[src/hdl/surge_defines.vh]
// constants for the cold-load surge detector
`ifndef SURGE_DEFINES_VH
`define SURGE_DEFINES_VH

// ----------------------------------------
// thresholds, units of 0.01 x nominal
// ----------------------------------------
`define THR_LOW_RST      16'h0014
`define THR_HIGH_RST     16'h0078
`define THR_OVER_RST     16'h00c8
`define HYST_NUM         7'h61
`define HYST_DEN         7'h64

// ----------------------------------------
// timers, units of ms, 5 ms tick
// ----------------------------------------
`define TICK_MS          24'h000005
`define CLOCK_MHZ        100
`define TICK_CYCLES      (`TICK_MS * 1000 * `CLOCK_MHZ)
`define T_START_MS       10000
`define T_MAX_MS         30000
`define T_MIN_MS         40

// ----------------------------------------
// condition status codes
// ----------------------------------------
`define COND_NORMAL      3'h0
`define COND_LOW         3'h1
`define COND_OVER        3'h2
`define COND_ACTIVE      3'h3
`define COND_BLOCKED     3'h4

// ----------------------------------------
// node mode codes
// ----------------------------------------
`define MODE_ON          3'h0
`define MODE_BLOCKED     3'h1
`define MODE_TEST        3'h2
`define MODE_TEST_BLK    3'h3
`define MODE_OFF         3'h4
`define MODE_HIDDEN      3'h7

`endif

[src/hdl/cold_load_detector.v]
// cold-load surge detector: thresholds, timers, blocking, status
// Function
// - three phase magnitudes, 5 ms refresh
// - one shared threshold per type
// - clear only past 97 percent
// - low default 0.20, all phases below
// - high default 1.20, all phases above
// - over default 2.00, any phase releases
// - all-phase low count triggers pick-up
// - thresholds may change while running
// - block sampled at cycle start
// - unblocked pick-up asserts activation, timers run
// - blocked pick-up asserts blocked, no timing
// - block during activation runs release
// - five-state condition status readout
// - node mode shown when enabled
// - start timer before activation, zero immediate
// - maximum timer above high releases
// - minimum hold and reclaim time
`include "surge_defines.vh"

module cold_load_detector
#(
	parameter MAG_W       = 16,
	parameter TIME_W      = 24,
	parameter TICK_CYCLES = `TICK_CYCLES
)
(
	input  wire              clock,
	input  wire              arst_n,
	input  wire              clk_en,
	input  wire [MAG_W-1:0]  phase_a_magnitude,
	input  wire [MAG_W-1:0]  phase_b_magnitude,
	input  wire [MAG_W-1:0]  phase_c_magnitude,
	input  wire [MAG_W-1:0]  thr_low,
	input  wire [MAG_W-1:0]  thr_high,
	input  wire [MAG_W-1:0]  thr_over,
	input  wire [TIME_W-1:0] t_start_ms,
	input  wire [TIME_W-1:0] t_max_ms,
	input  wire [TIME_W-1:0] t_min_ms,
	input  wire              block_in,
	input  wire              node_test,
	input  wire              node_off,
	input  wire              node_mode_enable,
	output reg               surge_active_out,
	output reg               surge_blocked_out,
	output reg               tick_out,
	output reg  [2:0]        surge_condition_status,
	output reg  [2:0]        node_mode_status
);

	localparam ST_IDLE = 2'h0;
	localparam ST_ACT  = 2'h1;
	localparam ST_BLK  = 2'h2;
	localparam TW = 32;

	// ----------------------------------------
	// processing tick
	// ----------------------------------------
	reg [TW-1:0] tick_cnt_q;
	wire         tick = (tick_cnt_q == TICK_CYCLES - 1);

	always @(posedge clock or negedge arst_n)
	begin
		if (!arst_n)
			tick_cnt_q <= {TW{1'b0}};
		else if (clk_en)
			tick_cnt_q <= tick ? {TW{1'b0}} : tick_cnt_q + 1'b1;
	end

	// ----------------------------------------
	// block input synchroniser
	// ----------------------------------------
	reg [2:0] blk_sync_q;
	reg       blk_stable_q;
	reg       blk_sampled_q;

	always @(posedge clock or negedge arst_n)
	begin
		if (!arst_n)
		begin
			blk_sync_q   <= 3'h0;
			blk_stable_q <= 1'b0;
		end
		else if (clk_en)
		begin
			blk_sync_q <= {blk_sync_q[1:0], block_in};
			if (blk_sync_q[1] == blk_sync_q[2])
				blk_stable_q <= blk_sync_q[2];
		end
	end

	// ----------------------------------------
	// threshold comparison with hysteresis
	// ----------------------------------------
	// magnitudes captured once per tick
	reg  [MAG_W-1:0] mag_q [0:2];
	reg  [2:0]       over_q, high_q, low_q;
	wire [MAG_W+7:0] thr_l97 = thr_low  * `HYST_NUM;
	wire [MAG_W+7:0] thr_h97 = thr_high * `HYST_NUM;
	wire [MAG_W+7:0] thr_o97 = thr_over * `HYST_NUM;
	reg  [2:0]       over_d, high_d, low_d;
	reg  [MAG_W+7:0] m100;
	integer          i;

	always @*
	begin
		m100 = {(MAG_W+8){1'b0}};
		for (i = 0; i < 3; i = i + 1)
		begin
			m100 = mag_q[i] * `HYST_DEN;
			// over: set above, clear below 97 percent
			over_d[i] = over_q[i] ? (m100 > thr_o97)
				: (mag_q[i] > thr_over);
			high_d[i] = high_q[i] ? (m100 > thr_h97)
				: (mag_q[i] > thr_high);
			// low: set below, clear above low/0.97
			// widened to 32 bits so the squared scale cannot wrap
			low_d[i] = low_q[i] ? ({8'h00, m100} * `HYST_NUM
				< {16'h0000, thr_low} * `HYST_DEN * `HYST_DEN)
				: (mag_q[i] < thr_low);
		end
	end

	wire all_low  = &low_q;
	wire all_high = &high_q;
	wire any_over = |over_q;
	wire mid_band = ~all_low & ~all_high & ~any_over;

	// ----------------------------------------
	// sequence state
	// ----------------------------------------
	reg [1:0]        state_q;
	reg [TIME_W-1:0] low_tmr_q, max_tmr_q, min_tmr_q;
	reg              high_seen_q;
	wire [TIME_W-1:0] low_ms = low_tmr_q * `TICK_MS;
	wire [TIME_W-1:0] max_ms = max_tmr_q * `TICK_MS;
	wire [TIME_W-1:0] min_ms = min_tmr_q * `TICK_MS;
	wire start_done = (low_ms + `TICK_MS > t_start_ms) ||
		(t_start_ms == {TIME_W{1'b0}});
	wire pickup = all_low & start_done;

	always @(posedge clock or negedge arst_n)
	begin
		if (!arst_n)
		begin
			mag_q[0]      <= {MAG_W{1'b0}};
			mag_q[1]      <= {MAG_W{1'b0}};
			mag_q[2]      <= {MAG_W{1'b0}};
			over_q        <= 3'h0;
			high_q        <= 3'h0;
			low_q         <= 3'h0;
			blk_sampled_q <= 1'b0;
			state_q       <= ST_IDLE;
			low_tmr_q     <= {TIME_W{1'b0}};
			max_tmr_q     <= {TIME_W{1'b0}};
			min_tmr_q     <= {TIME_W{1'b0}};
			high_seen_q   <= 1'b0;
			tick_out      <= 1'b0;
		end
		else if (clk_en)
		begin
			tick_out <= tick;
			if (tick)
			begin
				mag_q[0] <= phase_a_magnitude;
				mag_q[1] <= phase_b_magnitude;
				mag_q[2] <= phase_c_magnitude;
				over_q   <= over_d;
				high_q   <= high_d;
				low_q    <= low_d;
				blk_sampled_q <= blk_stable_q;
				low_tmr_q <= all_low ? low_tmr_q + 1'b1
					: {TIME_W{1'b0}};
				case (state_q)
				ST_IDLE:
				begin
					max_tmr_q   <= {TIME_W{1'b0}};
					min_tmr_q   <= {TIME_W{1'b0}};
					high_seen_q <= 1'b0;
					if (pickup && !node_off)
						state_q <= blk_sampled_q ? ST_BLK : ST_ACT;
				end
				ST_ACT:
				begin
					if (all_high)
						high_seen_q <= 1'b1;
					max_tmr_q <= all_high ? max_tmr_q + 1'b1
						: max_tmr_q;
					min_tmr_q <= all_low ? {TIME_W{1'b0}}
						: min_tmr_q + 1'b1;
					if (blk_sampled_q || any_over || node_off)
						state_q <= ST_IDLE;
					else if (all_high &&
						max_ms + `TICK_MS >= t_max_ms)
						state_q <= ST_IDLE;
					else if (mid_band &&
						min_ms + `TICK_MS >= t_min_ms)
						state_q <= ST_IDLE;
				end
				ST_BLK:
				begin
					if (!blk_sampled_q || !all_low)
						state_q <= ST_IDLE;
				end
				default:
					state_q <= ST_IDLE;
				endcase
			end
		end
	end

	// ----------------------------------------
	// outputs and status
	// ----------------------------------------
	// late block is the feeder's hazard
	always @(posedge clock or negedge arst_n)
	begin
		if (!arst_n)
		begin
			surge_active_out       <= 1'b0;
			surge_blocked_out      <= 1'b0;
			surge_condition_status <= `COND_NORMAL;
			node_mode_status       <= `MODE_HIDDEN;
		end
		else if (clk_en)
		begin
			surge_active_out  <= (state_q == ST_ACT);
			surge_blocked_out <= (state_q == ST_BLK);
			if (state_q == ST_BLK)
				surge_condition_status <= `COND_BLOCKED;
			else if (any_over)
				surge_condition_status <= `COND_OVER;
			else if (state_q == ST_ACT)
				surge_condition_status <= `COND_ACTIVE;
			else if (all_low)
				surge_condition_status <= `COND_LOW;
			else
				surge_condition_status <= `COND_NORMAL;
			if (!node_mode_enable)
				node_mode_status <= `MODE_HIDDEN;
			else if (node_off)
				node_mode_status <= `MODE_OFF;
			else if (node_test)
				node_mode_status <= blk_stable_q ? `MODE_TEST_BLK
					: `MODE_TEST;
			else
				node_mode_status <= blk_stable_q ? `MODE_BLOCKED
					: `MODE_ON;
		end
	end

endmodule

[config.mk]
export PLATFORM = sky130hd
export DESIGN_NAME = cold_load_detector
export DESIGN_NICKNAME = d
export VERILOG_FILES = /design/src/hdl/cold_load_detector.v
export VERILOG_INCLUDE_DIRS = /design/src /design/src/hdl
export SDC_FILE = /design/constraint.sdc
export NUM_CORES = 2
export LEC_CHECK = 0
export ABC_AREA = 0
export BUFFER_PORTS_ARGS = -buffer_cell sky130_fd_sc_hd__buf_2
export CAP_MARGIN = 10
export CORE_MARGIN = 3
export CORE_UTILIZATION = 60
export CTS_CLUSTER_SIZE = 8
export DETAILED_ROUTE_END_ITERATION = 10
export PLACE_DENSITY = 0.88
export SLEW_MARGIN = 40
export SYNTH_ARGS = -nofsm -noshare
export SYNTH_HDL_FRONTEND = slang
export SYNTH_SLANG_ARGS = --single-unit
[constraint.sdc]
create_clock -name clock -period 14.44 [get_ports clock]
set_input_delay 1.444 -clock clock [delete_from_list [all_inputs] [get_ports clock]]
set_output_delay 1.444 -clock clock [all_outputs]
set_load 0.01 [all_outputs]
==> results.md <==
* Nets@finish at 6345
* I/O Buffers at 183
* Seq. cell area at 4410 sq um
* Number of fill cells at 5274
* Yosys synthesis warning count at 0
* Largest net degree at the start of global routing at 102
* Multi-input gate area at 32500 sq um
* Final hold viol count at 0
* Async SR Flop Fraction at 100%
* Iteration-0 DRC Markers at 2557
* Setup Skew at 0.0164 ns
* DRC errors left at 0
* Vias in the first global route at 33400
* Final wirelength at 110000 um
* Endpoints failing setup at 0
* Full die area at 68700 sq um
* FMAX at 116 MHz
* Worst-path fanout max at 10
* Synth Flop Type: dfrtp_1
* Worst Setup End Kind: register
* Post-synthesis sequential area ratio at 11.2%
* Clock root buffer: clkbuf_16
* Post-DP HPWL at 91500 um
* Syn Area/Cell at 8.54 sq um
* CP Class: reg2reg
* Number of synthesized flops with an enable pin at 0
* Worst slew pin tran at 0.903 ns
* GRT overflow at 0
* Clk_lat worst skew at 0.47 ns
* Chip Width at 262 um
* Outcome: finished, final reports clean
* TritonCTS Buffers at 17
* Worst EP required at 14.80 ns
* CP max stage cell: dfrtp_1
* CTS tree: built
* Setup TNS at 0 ns
* Via count at 34600
* FF+latch count, synth at 176
* RSZ-0062 raised after global routing: no
* CP arrival at 9.00 ns
* Crit path max-delay family: adder cells
* ANT nets after route at 0
* CP dominant cell by count: ha_1
* First-pass GRT wire length at 171000 um
* Hold crit path type: reg2reg
* Cell area after synthesis at 39300 sq um
* Slew Viols, Final at 0
* H-Tree Depth at 4
* Gpl congestion at 1.03
* Resize count post-CTS at 0
* Synthesis-to-layout area growth at 6.87%
* GRT Overall Usage at 31.6%
* Minimum clock period at 8.64 ns
* Worst rel slew slack at 39.6%
* TritonRoute pass-1 iters at 6
* CP Buf/Inv Count at 2
* Critical Path Start Type: register
* Layout cells sized above 1 at 5.96%
* Hold Buf Count CTS at 0
* Routed WL per cell at 19.4 um
* Initial antenna violation count at 3
* Clock buffer depth at 2
* Core ar. at 64700 sq um
* Vias per Instance at 6.12
* Top Ports at 184
* Post-synth net total at 6168
* Die Y at 262 um
* Netlist cell types at 78
* Post-CTS setup-driven buffer insertion count at 0
* Clk sinks at 176
* Synthesized netlist cell count at 4609
* Fin crit share at 59.9%
* Row count at 93
* Clk slew on worst S/H paths at 0.08 ns
* MaxCap Viol Count at 0
* CP peak stage delay at 0.66 ns
* Initial core utilization at 60.8%
==> metrics by stage <==
stage / util, % / std cells / area [sq um] / setup slack [ns] / hold WS, ns
2_1_floorplan: - / 4609 / 39300 / 6.45 / 0.461
3_3_place_gp: 63.8 / 5621 / 41300 / 5.81 / 0.462
3_5_place_dp: 63.9 / 5621 / 41400 / 5.56 / 0.482
4_1_cts: 64.8 / 5653 / 42000 / 5.92 / 0.492
5_1_grt: 65.0 / 5654 / 42000 / 5.22 / 0.510
6_report: 65.0 / 5658 / 42000 / 5.80 / 0.492
==> routing by layer <==
layer  global-route usage, %  wire length (um)
met1                    39.5             45300
met3                    5.33              8460
met2                    52.7             50100
met4                    15.6              5950
met5                       0                 0
==> final timing paths <==
check                                    startpoint  cells after the start                  end  slack (ns)
worst max-delay path                      mag_q[18]                     32             low_q[1]        5.80
worst min-delay path            node_mode_status[0]                      2  node_mode_status[0]        0.49
worst max register to register            mag_q[18]                     32             low_q[1]        5.80
worst min register to register  node_mode_status[0]                      2  node_mode_status[0]        0.49
max in group asynchronous                    arst_n                      2        min_tmr_q[19]       12.62
min in group asynchronous                    arst_n                      1        max_tmr_q[19]        0.83
==> worst register-to-register path: cells and delay by family (launching register included) <==
family / cells / cell delay, ns
adder cells (fa/ha/maj): 10 / 3.57
AO/OA/AOI/OAI: 10 / 2.28
AND/OR/NAND/NOR: 9 / 1.84
flip-flops: 1 / 0.66
XOR/XNOR: 1 / 0.10
buffers and inverters: 2 / 0.09
==> cells in the final DEF (no fill, tap or decap), types with 115 or more instances in the layout <==
cell     netlist  routed
nand2_1      281     280
a21oi_1      298     298
fa_1         115     115
xor2_1       118     116
buf_2          0     182
ha_1        1269    1269
xnor2_1      177     164
dfrtp_1      173     173
inv_1        636     636
nor2_1       211     209
o21ai_0      272     272
a21o_1       162     162
==> state kept, by name (all words and copies together), names as in the netlist, 2 cells and up <==
name,cells
surge_condition_status,2
tick_cnt_q,32
blk_sync_q,3
low_tmr_q,24
low_q,3
state_q,2
min_tmr_q,24
max_tmr_q,24
high_q,3
over_q,3
mag_q,48
node_mode_status,3
==> synth_stat cells (6+ instances only) <==
library cell | n | area share, %
xor2_1 | 118 | 2.6
a21o_1 | 162 | 3.1
and2_1 | 13 | 0.21
a31oi_1 | 29 | 0.46
inv_1 | 636 | 6.1
ha_1 | 1269 | 40
mux2_2 | 6 | 0.17
nor4_1 | 23 | 0.37
or3_1 | 36 | 0.57
or2_2 | 17 | 0.27
nor3b_1 | 6 | 0.11
o21a_1 | 69 | 1.3
mux2i_1 | 6 | 0.15
o31ai_1 | 12 | 0.23
a2111oi_0 | 9 | 0.20
a21oi_1 | 298 | 3.8
xnor2_1 | 177 | 3.9
o21ai_0 | 272 | 3.5
fa_1 | 115 | 5.9
clkbuf_1 | 36 | 0.34
o2111ai_1 | 6 | 0.13
o21bai_1 | 21 | 0.40
nand4_1 | 91 | 1.4
nor2b_1 | 81 | 1.3
dfrtp_1 | 173 | 11
a41oi_1 | 9 | 0.20
and3_1 | 43 | 0.68
nor3_1 | 75 | 0.95
nand2_1 | 281 | 2.7
a211oi_1 | 31 | 0.59
o211ai_1 | 10 | 0.19
nand3_1 | 101 | 1.3
a211o_1 | 9 | 0.20
nor2_1 | 211 | 2.0
a21boi_0 | 7 | 0.13
nand2b_1 | 57 | 0.91
==> cell type report <==
type	count	share of cell area, %
clock buffer	20	1.06
tap	855	2.54
clock inverter	12	0.348
timing repair buffer	197	2.51
inverter	637	5.69
multi-input combinational	3757	77.3
antenna	4	0.0238
sequential	176	10.5
==> kinds of logic after synthesis <==
kind of cell,count (synthesis),share of synthesized area [%]
adders and majority gates,1386,46.3
AOI/OAI and AO/OA,1001,15.7
buffers and inverters,676,6.46
and+or+nand+nor,1063,13.4
DFF,176,11.2
xor gates and xnor gates,295,6.57
muxes,12,0.324
Power is left out: the tool's default activity adds up to more than one toggle a clock period on the data nets, which glitch-free logic cannot reach.
